### src/rtl/boot_addr_consts.svh
// constants for the boot address selector: offsets, field positions,
// reset values and fixed addresses
// assumes a 32-bit classic wishbone register port and 32-bit addresses
//
// Contract
// boot address comes from pin, inverted option and stored address fields
// effective boot value comes from pin or option, chosen by select bit
// no extension, select 1: pin 0 picks field0, pin 1 picks field1
// no extension, select 0: pin ignored, inverted bit 1 field0, 0 field1
// factory defaults: flash base, system bootloader, secure flash base
// with extension the boot location is secure, secure field0 supplies it
// extension, unlocked: nonzero service command or boot value 1 boots services
// boot lock set: always secure field0, everything else ignored; code honours it only with extension, and the range check still applies
// read protection level 0 accepts any programmed address
// level 0.5 or higher: out-of-range address replaced by forced default
// extension, level 0.5/1/2: only services entry or secure flash range
// no extension: level 1 accepts anything, level 2 only flash range
// booting into security services needs the extension enable bit
// address computed once at reset release, held until next reset
`ifndef BOOT_ADDR_CONSTS_SVH
`define BOOT_ADDR_CONSTS_SVH

// ----------------------------------------------------------------------
// register offsets (byte addresses)
// ----------------------------------------------------------------------
`define BA_OFS_ADDR       8'h00
`define BA_OFS_STATUS     8'h04
`define BA_OFS_PADCTRL    8'h08
`define BA_OFS_PADIN      8'h0c

// ----------------------------------------------------------------------
// status and pad control field positions
// ----------------------------------------------------------------------
`define BA_ST_VALID       0
`define BA_ST_FORCED      1
`define BA_ST_SECEXT      2
`define BA_ST_SRC_LO      3
`define BA_ST_SRC_HI      4
`define BA_ST_FREED       5
`define BA_PAD_OUT        0
`define BA_PAD_DRIVE      1

// ----------------------------------------------------------------------
// address fields hold bits [31:7] of the boot address
// ----------------------------------------------------------------------
`define BA_FIELD_SHIFT    7
`define BA_FACT_NS0       25'h0100000
`define BA_FACT_NS1       25'h017f200
`define BA_FACT_SEC0      25'h0180000

// ----------------------------------------------------------------------
// fixed addresses, permitted ranges and reset values
// ----------------------------------------------------------------------
`define BA_RSS_ENTRY      32'h0ff80000
`define BA_SEC_LO         32'h0c000000
`define BA_SEC_HI         32'h0c1fffff
`define BA_FLASH_LO       32'h08000000
`define BA_FLASH_HI       32'h081fffff
`define BA_RESET_ADDR     32'h00000000
`define BA_PADCTRL_RESET  2'h0

`endif

### src/rtl/boot_addr_pkg.sv
// types shared by the boot address selector and its bench
// assumes the constants header is included by whoever needs numbers
package boot_addr_pkg;

    // read protection level as stored in the option area
    typedef enum logic [1:0] {
        RDP_L0  = 2'h0,
        RDP_L05 = 2'h1,
        RDP_L1  = 2'h2,
        RDP_L2  = 2'h3
    } rdp_level_t;

    // which source supplied the resolved address
    typedef enum logic [1:0] {
        SRC_NS0  = 2'h0,
        SRC_NS1  = 2'h1,
        SRC_SEC0 = 2'h2,
        SRC_RSS  = 2'h3
    } boot_src_t;

    // resolution sequencer, one-hot
    typedef enum logic [1:0] {
        ST_RESOLVE = 2'h1,
        ST_HOLD    = 2'h2
    } resolve_state_t;

endpackage : boot_addr_pkg

### src/rtl/boot_address_selector.sv
// boot address selector: resolves the boot entry address once after
// system reset from the boot pin and the stored option bits, applies the
// read protection range check, and lets software use the pad as a plain
// output once the option bits have released it
// assumes option inputs are stable around reset release and that a
// classic wishbone master reaches the registers
`timescale 1ns/1ns
`include "boot_addr_consts.svh"

module boot_address_selector #(
    parameter int RSS_CMD_W = 8
) (
    // clock and reset
    input  wire logic                  clk,
    input  wire logic                  rst,
    // classic wishbone slave
    input  wire logic                  wbCyc,
    input  wire logic                  wbStb,
    input  wire logic                  wbWe,
    input  wire logic [7:0]            wbAdr,
    input  wire logic [3:0]            wbSel,
    input  wire logic [31:0]           wbDatI,
    output logic      [31:0]           wbDatO,
    output logic                       wbAck,
    // boot pin pad, two-way
    input  wire logic                  bootPinIn,
    output logic                       bootPinOut,
    output logic                       bootPinOeN,
    // stored option bits
    input  wire logic                  optionsErased,
    input  wire logic                  invertedBootSelectOption,
    input  wire logic                  bootSourceSelectN,
    input  wire logic                  securityExtensionEnable,
    input  wire logic                  bootLock,
    input  wire logic [24:0]           nonsecureBootAddrField0,
    input  wire logic [24:0]           nonsecureBootAddrField1,
    input  wire logic [24:0]           secureBootAddrField0,
    input  wire boot_addr_pkg::rdp_level_t readProtectionLevel,
    input  wire logic [RSS_CMD_W-1:0]  rootSecurityCommand,
    // resolved boot result
    output logic [31:0]                bootAddr,
    output logic                       bootValid,
    output boot_addr_pkg::boot_src_t   bootSource,
    output logic                       bootForced
);

    // ------------------------------------------------------------------
    // state
    // ------------------------------------------------------------------
    typedef struct packed {
        boot_addr_pkg::resolve_state_t st;
        logic [31:0]                   addr;
        logic                          valid;
        boot_addr_pkg::boot_src_t      src;
        logic                          forced;
        logic                          secExt;
        logic                          padFreed;
        logic [1:0]                    padCtrl;
        logic                          padOeN;
        logic                          ack;
        logic [31:0]                   datO;
    } sel_state_t;

    sel_state_t s_reg;
    sel_state_t s_next;

    // ------------------------------------------------------------------
    // helpers
    // ------------------------------------------------------------------
    // widen a 25-bit field to a byte address
    function automatic logic [31:0] fieldAddr(input logic [24:0] f);
        fieldAddr = {f, 7'h00};
    endfunction : fieldAddr

    // inclusive range check used for both permitted areas
    function automatic logic inRange(input logic [31:0] a,
                                     input logic [31:0] lo,
                                     input logic [31:0] hi);
        inRange = (a >= lo) && (a <= hi);
    endfunction : inRange

    // ------------------------------------------------------------------
    // option values in force; a blank option area reads as factory data
    // ------------------------------------------------------------------
    logic [24:0] ns0Field;
    logic [24:0] ns1Field;
    logic [24:0] sec0Field;
    logic        effBoot;

    // factory contents stand in while the option area is erased
    always_comb begin
        ns0Field  = optionsErased ? `BA_FACT_NS0  : nonsecureBootAddrField0;
        ns1Field  = optionsErased ? `BA_FACT_NS1  : nonsecureBootAddrField1;
        sec0Field = optionsErased ? `BA_FACT_SEC0 : secureBootAddrField0;
        // select 1 follows the pad, select 0 follows the inverted option
        effBoot   = bootSourceSelectN ? bootPinIn
                                      : ~invertedBootSelectOption;
    end

    // ------------------------------------------------------------------
    // address resolution, purely from the current pin and option inputs
    // ------------------------------------------------------------------
    logic [31:0]              rawAddr;
    boot_addr_pkg::boot_src_t rawSrc;
    logic [31:0]              finAddr;
    boot_addr_pkg::boot_src_t finSrc;
    logic                     finForced;
    logic                     permitted;

    // pick the programmed entry, then clamp it by protection level
    always_comb begin
        rawAddr   = fieldAddr(ns0Field);
        rawSrc    = boot_addr_pkg::SRC_NS0;
        permitted = 1'b1;
        if (!securityExtensionEnable) begin
            // services entry is never reachable here
            if (effBoot) begin
                rawAddr = fieldAddr(ns1Field);
                rawSrc  = boot_addr_pkg::SRC_NS1;
            end else begin
                rawAddr = fieldAddr(ns0Field);
                rawSrc  = boot_addr_pkg::SRC_NS0;
            end
            // level 1 and 0.5 accept anything, level 2 only flash
            if (readProtectionLevel == boot_addr_pkg::RDP_L2) begin
                permitted = inRange(rawAddr, `BA_FLASH_LO, `BA_FLASH_HI);
            end
        end else begin
            if (bootLock) begin
                // lock hides pin, option bits and the service command
                rawAddr = fieldAddr(sec0Field);
                rawSrc  = boot_addr_pkg::SRC_SEC0;
            end else if ((rootSecurityCommand != '0) || effBoot) begin
                rawAddr = `BA_RSS_ENTRY;
                rawSrc  = boot_addr_pkg::SRC_RSS;
            end else begin
                rawAddr = fieldAddr(sec0Field);
                rawSrc  = boot_addr_pkg::SRC_SEC0;
            end
            // any level above 0 restricts to services entry or secure flash
            if (readProtectionLevel != boot_addr_pkg::RDP_L0) begin
                permitted = (rawAddr == `BA_RSS_ENTRY) ||
                            inRange(rawAddr, `BA_SEC_LO, `BA_SEC_HI);
            end
        end
        // level 0 never forces; permitted stays set for it
        finForced = ~permitted;
        finAddr   = rawAddr;
        finSrc    = rawSrc;
        if (!permitted) begin
            if (securityExtensionEnable) begin
                finAddr = `BA_RSS_ENTRY;
                finSrc  = boot_addr_pkg::SRC_RSS;
            end else begin
                finAddr = `BA_FLASH_LO;
                finSrc  = boot_addr_pkg::SRC_NS0;
            end
        end
    end

    // ------------------------------------------------------------------
    // register decode
    // ------------------------------------------------------------------
    logic        busReq;
    logic        busWrite;
    logic [31:0] rdData;

    // read mux; unmapped offsets answer with zero
    always_comb begin
        busReq   = wbCyc && wbStb && !s_reg.ack;
        busWrite = wbCyc && wbStb && wbWe && s_reg.ack;
        rdData   = 32'h00000000;
        case (wbAdr)
            `BA_OFS_ADDR: begin
                rdData = s_reg.addr;
            end
            `BA_OFS_STATUS: begin
                rdData[`BA_ST_VALID]                 = s_reg.valid;
                rdData[`BA_ST_FORCED]                = s_reg.forced;
                rdData[`BA_ST_SECEXT]                = s_reg.secExt;
                rdData[`BA_ST_SRC_HI:`BA_ST_SRC_LO]  = s_reg.src;
                rdData[`BA_ST_FREED]                 = s_reg.padFreed;
            end
            `BA_OFS_PADCTRL: begin
                rdData[1:0] = s_reg.padCtrl;
            end
            `BA_OFS_PADIN: begin
                rdData[0] = bootPinIn;
            end
            default: begin
                rdData = 32'h00000000;
            end
        endcase
    end

    // ------------------------------------------------------------------
    // next state
    // ------------------------------------------------------------------
    // resolution runs in the first cycle after reset and then freezes, so
    // later option or pin changes cannot move the entry point
    always_comb begin
        s_next = s_reg;
        case (s_reg.st)
            boot_addr_pkg::ST_RESOLVE: begin
                s_next.addr     = finAddr;
                s_next.src      = finSrc;
                s_next.forced   = finForced;
                s_next.secExt   = securityExtensionEnable;
                s_next.padFreed = ~bootSourceSelectN;
                s_next.valid    = 1'b1;
                s_next.st       = boot_addr_pkg::ST_HOLD;
            end
            boot_addr_pkg::ST_HOLD: begin
                s_next.st = boot_addr_pkg::ST_HOLD;
            end
            default: begin
                s_next.st = boot_addr_pkg::ST_RESOLVE;
            end
        endcase
        // one-cycle ack; the write lands on the edge the master sees it
        s_next.ack = busReq;
        if (busReq) begin
            s_next.datO = rdData;
        end
        if (busWrite && (wbAdr == `BA_OFS_PADCTRL) && wbSel[0]) begin
            s_next.padCtrl = wbDatI[1:0];
        end
        // enable kept in its own flop so the pad never sees a gate glitch
        s_next.padOeN = ~(s_next.padFreed &&
                          s_next.padCtrl[`BA_PAD_DRIVE]);
    end

    // ------------------------------------------------------------------
    // registers
    // ------------------------------------------------------------------
    always_ff @(posedge clk) begin
        if (rst) begin
            s_reg.st       <= boot_addr_pkg::ST_RESOLVE;
            s_reg.addr     <= `BA_RESET_ADDR;
            s_reg.valid    <= 1'b0;
            s_reg.src      <= boot_addr_pkg::SRC_NS0;
            s_reg.forced   <= 1'b0;
            s_reg.secExt   <= 1'b0;
            s_reg.padFreed <= 1'b0;
            s_reg.padCtrl  <= `BA_PADCTRL_RESET;
            s_reg.padOeN   <= 1'b1;
            s_reg.ack      <= 1'b0;
            s_reg.datO     <= 32'h00000000;
        end else begin
            s_reg <= s_next;
        end
    end

    // ------------------------------------------------------------------
    // outputs, all straight from the state register
    // ------------------------------------------------------------------
    // the pad is only driven once boot no longer depends on it
    always_comb begin
        wbAck      = s_reg.ack;
        wbDatO     = s_reg.datO;
        bootAddr   = s_reg.addr;
        bootValid  = s_reg.valid;
        bootSource = s_reg.src;
        bootForced = s_reg.forced;
        bootPinOut = s_reg.padCtrl[`BA_PAD_OUT];
        bootPinOeN = s_reg.padOeN;
    end

endmodule : boot_address_selector

### config.mk
export PLATFORM = sky130hd
export DESIGN_NAME = boot_address_selector
export DESIGN_NICKNAME = d
export VERILOG_FILES = /design/src/rtl/boot_addr_pkg.sv /design/src/rtl/boot_address_selector.sv
export VERILOG_INCLUDE_DIRS = /design/src /design/src/rtl
export SDC_FILE = /design/constraint.sdc
export NUM_CORES = 1
export LEC_CHECK = 0
export BUFFER_PORTS_ARGS = -buffer_cell sky130_fd_sc_hd__buf_2
export CAP_MARGIN = 20
export CORE_MARGIN = 1
export CORE_UTILIZATION = 39
export DETAILED_ROUTE_END_ITERATION = 16
export GPL_TIMING_DRIVEN = 0
export HOLD_SLACK_MARGIN = 0.08
export PLACE_DENSITY = 0.84
export SYNTH_ARGS = -nofsm -noshare
export SYNTH_HDL_FRONTEND = slang
export SYNTH_SLANG_ARGS = --single-unit
### constraint.sdc
create_clock -name clk -period 1.6 [get_ports clk]
set_input_delay 0.16 -clock clk [delete_from_list [all_inputs] [get_ports clk]]
set_output_delay 0.16 -clock clk [all_outputs]
set_load 0.01 [all_outputs]
==> flow_summary.toml, run 1 <==
[route]
vias = 3941
drc = 0
drt_iter0_markers = 210
ant_nets = 0
via_per_inst = 5.24
drtPass1Iterations = 5
drt-total-wl_microns = 11900
wl_per_cell_microns = 15.8

[run]
drv_cap = 0

[place]
portBuffers = 168
place_congestion = 0.887
place_area_sq_um = 4670
placement.setup.worst_slack_ps = -592
hpwl_microns = 9230

[run_status]
status = "complete, no violations"

[setup_path]
cp_data_required_time_ps = 1790
slowest_delay_ps = 490
cp-end-kind = "register"
path_cells = "buf_2, nand2_1, and2_1, clkbuf_1, nor2_1, o311ai_0, a211oi_2"
crit_family = "compound AO/OA/AOI/OAI gates"
worstPathArrival_ps = 1760
worst-path-buf-inv = 2
worst_setup_path_start_kind = "input pin"
crit_type = "in -> reg"
worst-path-max-fanout = 10
worst_path_max_delay_cell = "o311ai_0"

[floorplan]
start_util_pct = 39.9
rows = 35
die_w_microns = 99.0
core_area_sq_um = 9200
io_pins = 211
dieArea_sq_um = 9800
die_h_microns = 99.0

[final_layout]
diodes = 0
nNetsFinal = 778
fin_area_sq_um = 5020
layout-drive-gt1-share_pct = 45.7
largest_reg_flops = 30
fin_util_pct = 54.6
synthToLayoutAreaGrowth_pct = 36.8

[timing]
finalSetupViolations = 0
fmax_mhz = 638
fin_hold_ws_ps = 88.6
timing.final.hold_violations = 0
tightest_slew_ps = 650
min_period_ps = 1570
clock_skew_ps = 14.3
slew_viol_final = 0
relSlewSlack_pct = 56.7
fin_ws_ps = 31.6
fin_crit_sh_pct = 98.0

[clocking]
htreeDepth = 3
cts_buffers = 9
clk_pin_slew_ps = 70
clk_latency_ps = 340
clock_path_buffers = 2
cts_tree = "done"
numClockSinks = 66
clockRootBuffer = "clkbuf_8"

[grt]
antenna_found_initial = 0
grt_pass1_vias = 3559
grt_pass1_wl_microns = 18000
grt_max_degree = 12
overflow = 0
grt_use_total_pct = 23.7

[synthesis]
synthArstFlopShare_pct = 0
synth_top_area_cell = "dfxtp_1"
syn-cell-area_sq_um = 3670
ys_warn_count = 0
synth-edff-count = 0
syn_avg_cell_area_sq_um = 8.23
yosys.cell_count.top_type = "nor2_1"
ys_ff_latch = 66
yosys-top-cells-count = "nor2_1, buf_4, dfxtp_1"
synth-seq-area-share_pct = 36.0
yosysTopAreaCellShare_pct = 36.0
synth_ff_type = "dfxtp_1"
synthTopCellsByArea = "dfxtp_1, buf_4, nor2_1"
synthCells = 446
synth_cell_type_count = 51

[power_and_ir_drop]
powerDensity_nw_per_um2 = 1050
ir_drop_v = 0.000597
finalPower_mw = 5.29
leakagePower_nw = 2.47

[min_path]
hp-class = "in -> reg"
[cell families (layout without fill, tap and decap cells)]
| family | count (synthesis) | count (layout) | synth area share [%] |
|---|---|---|---|
| mux | 13 | 13 | 3.62 |
| compound gates | 101 | 101 | 21.4 |
| other cells | 1 | 8 | 0.102 |
| buf+inv | 105 | 293 | 17.9 |
| fa+ha+maj | 1 | 1 | 0.341 |
| simple gates | 159 | 159 | 20.7 |
| flops | 66 | 66 | 36.0 |
[final timing paths]
path                   from           end  slack, ps  cells after the start
setup reg to reg  s_reg[75]   bootAddr[8]         90                      6
hold reg to reg   wbDatO[0]     wbDatO[0]        490                      2
setup / recovery  bootPinIn  bootAddr[24]         30                      7
hold / removal    wbDatI[1]     s_reg[35]         90                      3
[timing repair]
item,in CTS,in global routing
hold buffers,1,0
cloned,0,0
resized for setup,5,19
pin swaps,2,3
hold endpoints to repair,1,0
buffers inserted,3,2
setup endpoints to repair,52,51
[cell type report]
cell class / instances / area (sq um)
Multi-Input combinational cell: 282 / 1780
Sequential cell: 66 / 1320
Buffer: 90 / 614
Inverter: 14 / 52.6
Clock inverter: 2 / 60.1
Timing Repair Buffer: 174 / 888
Clock buffer: 13 / 159
Tap cell: 111 / 139
Fill cell: 895 / 4180
[per-stage QoR]
step,setup TNS (ps),std cells
floorplan,0,453
global placement,-19500,732
detailed placement,-24580,732
CTS,0,750
global route,-48.5,752
finish,0,752
[power breakdown]
part	internal, mW	switching [mW]	leakage [nW]
Sequential	1.86	0.192	0.537
Clock	0.957	0.600	0.110
Combinational	0.783	0.895	1.82
[layout by cell type (no fill, tap or decap), drive strengths merged, types with 7 or more instances in the layout]
cell    Yosys  final
o221ai     11     11
buf        76    245
nor2       68     68
a211oi      9      9
nand3       7      7
nor3        8      8
clkbuf     15     31
conb        1      8
a21oi      23     23
inv        14     14
a22oi      30     30
dfxtp      66     66
mux2i      11     11
o31ai       8      8
nand2      42     42
nor4       10     10
[routing by layer]
layer	GRT usage, %	vias to the layer above	share of wire (%)
met5	0	-	0
met4	9.53	0	1.7
met3	3.97	20	6.9
met2	40.9	197	51
met1	29.4	1833	41
li1	-	1891	-
[worst reg2reg max path, cell delays in order, from the launching register on]
cell      delay, ps
dfxtp_1         300
inv_1            50
ha_2            310
nand2_2         170
nor2_1          120
nand2_1         210
o221ai_1        280
Note: power is estimated with default switching activity, not from simulation.
==> run 2: changes to the inputs <==
CTS_CLUSTER_DIAMETER = 30   (was default)
REMOVE_ABC_BUFFERS = 1   (was default)
==> flow_summary.toml, run 2 (synthesis results as in run 1) <==
[grt]
overflow = 0
grt_max_degree = 52
antenna_found_initial = 0
grt_use_total_pct = 23.2
grt_pass1_vias = 3533
grt_pass1_wl_microns = 17600

[power_and_ir_drop]
p_sw_mw = 1.72
clkPwrFrac_pct = 27.6
ir_drop_v = 0.000525
power.share.sequential_pct = 41.7
leakagePower_nw = 2.12
powerDensity_nw_per_um2 = 1070
power_frac_comb_pct = 30.7
netSwitchingFraction_pct = 35.2
p_int_mw = 3.16
finalPower_mw = 4.88

[setup_path]
cp.depth = 7
r2r_cells = 7
slowest_delay_ps = 330
crit_type = "reg -> reg"
cp-end-kind = "register"
worstPathArrival_ps = 1820
rrSetupSlack_ps = 60
r2r_end = "wbDatO[8]"
worst_setup_path_start_kind = "register"
path_cells = "nand3b_1, clkbuf_16, nor4_4, buf_4, clkbuf_4, a22oi_1, nor2_1"
rr_startpoint = "wbAck"
crit_family = "buffers and inverters"
worst-path-buf-inv = 3
cp_data_required_time_ps = 1890
worst-path-max-fanout = 6
worst_path_max_delay_cell = "dfxtp_2"

[route]
drc = 0
drt-total-wl_microns = 12100
wl_per_cell_microns = 17.9
drt_iter0_markers = 197
vias = 3709
via_per_inst = 5.47
drtPass1Iterations = 5
ant_nets = 0

[timing]
relSlewSlack_pct = 57.3
fin_crit_sh_pct = 96.0
min_period_ps = 1540
slew_viol_final = 0
fmax_mhz = 651
clock_skew_ps = 7.69
finalSetupViolations = 0
timing.final.hold_violations = 0
tightest_slew_ps = 639

[clocking]
clockRootBuffer = "clkbuf_8"
cts_buffers = 9
clock_path_buffers = 2
htreeDepth = 3
clk_pin_slew_ps = 80
cts_tree = "done"
clk_latency_ps = 350
numClockSinks = 66

[final_layout]
final_cell_mix = "buf_2, nor2_1, dfxtp_1, nand2_1, a22oi_1"
layout-drive-gt1-share_pct = 42.7
synthToLayoutAreaGrowth_pct = 23.9
largest_reg_flops = 30
fin_cells = 678
fin_area_sq_um = 4550
diodes = 0
n_fill_cell = 892
nNetsFinal = 703
final_common_cell = "buf_2"
fin_util_pct = 49.4

[run]
drv_cap = 0

[floorplan]
dieArea_sq_um = 9800
start_util_pct = 39.9
io_pins = 211
rows = 35
core_area_sq_um = 9200
die_h_microns = 99.0
die_w_microns = 99.0

[run_status]
status = "complete, no violations"

[min_path]
worstHoldEndpoint = "s_reg[35]"
hp-class = "in -> reg"
hold_path_depth = 3
hold_start = "wbDatI[1]"

[place]
placed_cells = 644
place_congestion = 0.775
place_area_sq_um = 4130
portBuffers = 169
hpwl_microns = 8520
## run 2: worst max path at each step
stage	from	to	slack, ps
detailed placement	bootSourceSelectN	bootAddr[13]	-1470
global route	wbAck	wbDatO[9]	-20
global placement	wbAck	wbDatO[13]	-2530
CTS	wbAck	wbDatO[13]	-4
finish	wbAck	wbDatO[8]	60
floorplan	wbAck	wbDatO[10]	-1110
## run 2: per-stage QoR
step | setup slack [ps] | TNS (ps) | hold slack [ps]
after global placement | -2530 | -99840 | 413
after detailed placement | -1470 | -62240 | 435
after CTS | -4.15 | -4.15 | 96.9
final | 64.7 | 0 | 96.4
after floorplan | -1110 | -36890 | 225
after global routing | -16.2 | -99.6 | 83.1
## run 2: per-layer routing
metal	vias up	GRT usage, %	routed length (microns)
met5	-	0	0
met4	0	8.38	221
met3	19	5.46	815
met2	169	40.3	5860
met1	1779	27.7	5220
li1	1742	-	-
## run 2: repair_timing
| action | CTS | global route |
|---|---|---|
| buffers inserted | 5 | 10 |
| setup endpoints to repair | 59 | 51 |
| endpoints found under the hold margin | 1 | 0 |
| resized for setup | 13 | 12 |
| pin swaps | 3 | 2 |
| hold buffers | 1 | 0 |
| gates cloned | 0 | 2 |
## run 2: tightest hold or removal path, delay by kind of cell
family,cells,cell delay [ps]
mux,1,90
buf+inv,1,80
simple gates,1,80
## run 2: final cells by class
class | instances | area, sq um | share of cell area, %
sequential | 66 | 1320 | 29.1
tap | 111 | 139 | 3.06
inverter | 14 | 56.3 | 1.24
clock buffer | 12 | 165 | 3.63
clock inverter | 4 | 25.0 | 0.551
multi-input combinational | 283 | 1810 | 39.9
timing repair buffer | 188 | 1030 | 22.6
## run 2: power by group through the flow
| stage | Combinational [mW] | Clock, mW | Sequential, mW |
|---|---|---|---|
| after floorplan | 0.676 | 0 | 2.11 |
| after global placement | 1.29 | 0 | 2.05 |
| after detailed placement | 1.35 | 0 | 2.06 |
| after CTS | 1.40 | 1.37 | 2.03 |
| after global routing | 1.63 | 1.45 | 2.06 |
| final | 1.50 | 1.35 | 2.03 |
==> run 3: changes to the inputs <==
BUFFER_PORTS_ARGS = default   (was -buffer_cell sky130_fd_sc_hd__buf_2)
DONT_BUFFER_PORTS = 1   (was default)
PLACE_DENSITY = 0.64   (was 0.84)
==> flow_summary.toml, run 3 (synthesis results as in run 1) <==
[run_status]
status = "complete, no violations"

[grt]
overflow = 0
antenna_found_initial = 0
grt_use_total_pct = 23.4
grt_max_degree = 50
grt_pass1_wl_microns = 17200
grt_pass1_vias = 3222

[route]
drtPass1Iterations = 4
drt_iter0_markers = 134
via_per_inst = 5.96
ant_nets = 0
drt-total-wl_microns = 11700
vias = 3197
wl_per_cell_microns = 21.9
drc = 0

[final_layout]
largest_reg_flops = 30
fin_area_sq_um = 4000
diodes = 0
regArea_sq_um = 1320
multiInputGateArea_sq_um = 1760
fin_util_pct = 43.5
nNetsFinal = 561
layout-drive-gt1-share_pct = 12.9
synthToLayoutAreaGrowth_pct = 9.04
final_cell_mix = "nor2_1, dfxtp_1, nand2_1, dlygate4sd3_1, a22oi_1"
n_fill_cell = 947
final_common_cell = "nor2_1"

[clocking]
numClockSinks = 66
clk_pin_slew_ps = 80
cts_buffers = 9
htreeDepth = 3
clockRootBuffer = "clkbuf_8"
clock_path_buffers = 2
cts_tree = "done"
clk_latency_ps = 350

[min_path]
hold_start = "secureBootAddrField0[19]"
hp-class = "in -> reg"

[floorplan]
die_w_microns = 99.0
start_util_pct = 39.9
dieArea_sq_um = 9800
die_h_microns = 99.0
core_area_sq_um = 9200
rows = 35
io_pins = 211

[timing]
timing.final.hold_violations = 0
fin_crit_sh_pct = 93.1
min_period_ps = 1490
tns_ps = 0
fin_hold_ws_ps = 99.6
finalSetupViolations = 0
tightest_slew_ps = 545
fmax_mhz = 672
relSlewSlack_pct = 63.6
slew_viol_final = 0
clock_skew_ps = 6.48
rsz0062_at_grt = "no"

[power_and_ir_drop]
ir_drop_v = 0.000594
clkPwrFrac_pct = 32.9
power_frac_comb_pct = 23.1
leakagePower_nw = 1.49
p_sw_mw = 1.63
netSwitchingFraction_pct = 33.3
power.share.sequential_pct = 44.1
p_int_mw = 3.26
powerDensity_nw_per_um2 = 1220

[setup_path]
worstPathArrival_ps = 1780
rrSetupSlack_ps = 110
worst_setup_path_start_kind = "register"
critPathLaunch = "wbAck"
worst-path-max-fanout = 21
cp-end-kind = "register"
cp_data_required_time_ps = 1890
crit_type = "reg -> reg"
rr_startpoint = "wbAck"

[run]
drv_cap = 0

[place]
portBuffers = 0
place_congestion = 0.781
place_area_sq_um = 3280
hpwl_microns = 7720
## run 3: stage by stage
| step | cells | setup slack, ps | total power, mW |
|---|---|---|---|
| after floorplan | 362 | -1110 | 2.79 |
| after global placement | 473 | -2730 | 3.02 |
| after detailed placement | 475 | -1300 | 3.06 |
| after CTS | 534 | 31.4 | 4.83 |
| after global routing | 536 | 9.98 | 5.11 |
| final | 536 | 111 | 4.89 |
## run 3: layout make-up
| class | count | share of cell area (%) |
|---|---|---|
| multi-input cells | 282 | 44.0 |
| flip-flops and latches | 66 | 33.1 |
| inverters | 14 | 1.31 |
| clock buffers | 10 | 3.44 |
| clock inverters | 6 | 2.22 |
| well taps | 111 | 3.47 |
| repair buffers | 47 | 12.5 |
## run 3: power groups by stage
stage / clock, mW / combinational, mW / sequential, mW
floorplan: 0 / 0.676 / 2.11
global placement: 0 / 0.836 / 2.18
detailed placement: 0 / 0.866 / 2.19
CTS: 1.64 / 1.03 / 2.16
global route: 1.71 / 1.22 / 2.18
finish: 1.61 / 1.13 / 2.16
## run 3: final timing paths
kind / endpoint / cells after the start
max reg2reg: wbDatO[4] / 6
max: wbDatO[4] / 6
min: bootAddr[26] / 2
min reg2reg: wbDatO[5] / 2
## run 3: what timing repair did
item | 4_1_cts | 5_1_grt
pin swaps | 3 | 0
hold buffers | 37 | 1
gates resized for setup | 7 | 4
hold endpoints to repair | 66 | 5
cloned | 0 | 0
setup endpoints to repair | 59 | 24
buffers inserted | 6 | 1
## run 3: routing by layer
metal	global-route usage (%)	part of all wire, %	wire, microns	vias up
met5	0	0	0	-
met4	10.4	2.2	255	0
met3	7.66	9.1	1070	24
met2	39.9	49	5730	184
met1	26.7	40	4670	1534
li1	-	-	-	1455
## run 3: worst max-delay path, cell delays in order (launching register included)
cell and delay, ps:
dfxtp_2 350, nand3b_1 250, buf_4 200, buf_16 150, and4b_1 300, a22oi_1 90, nor2_1 90
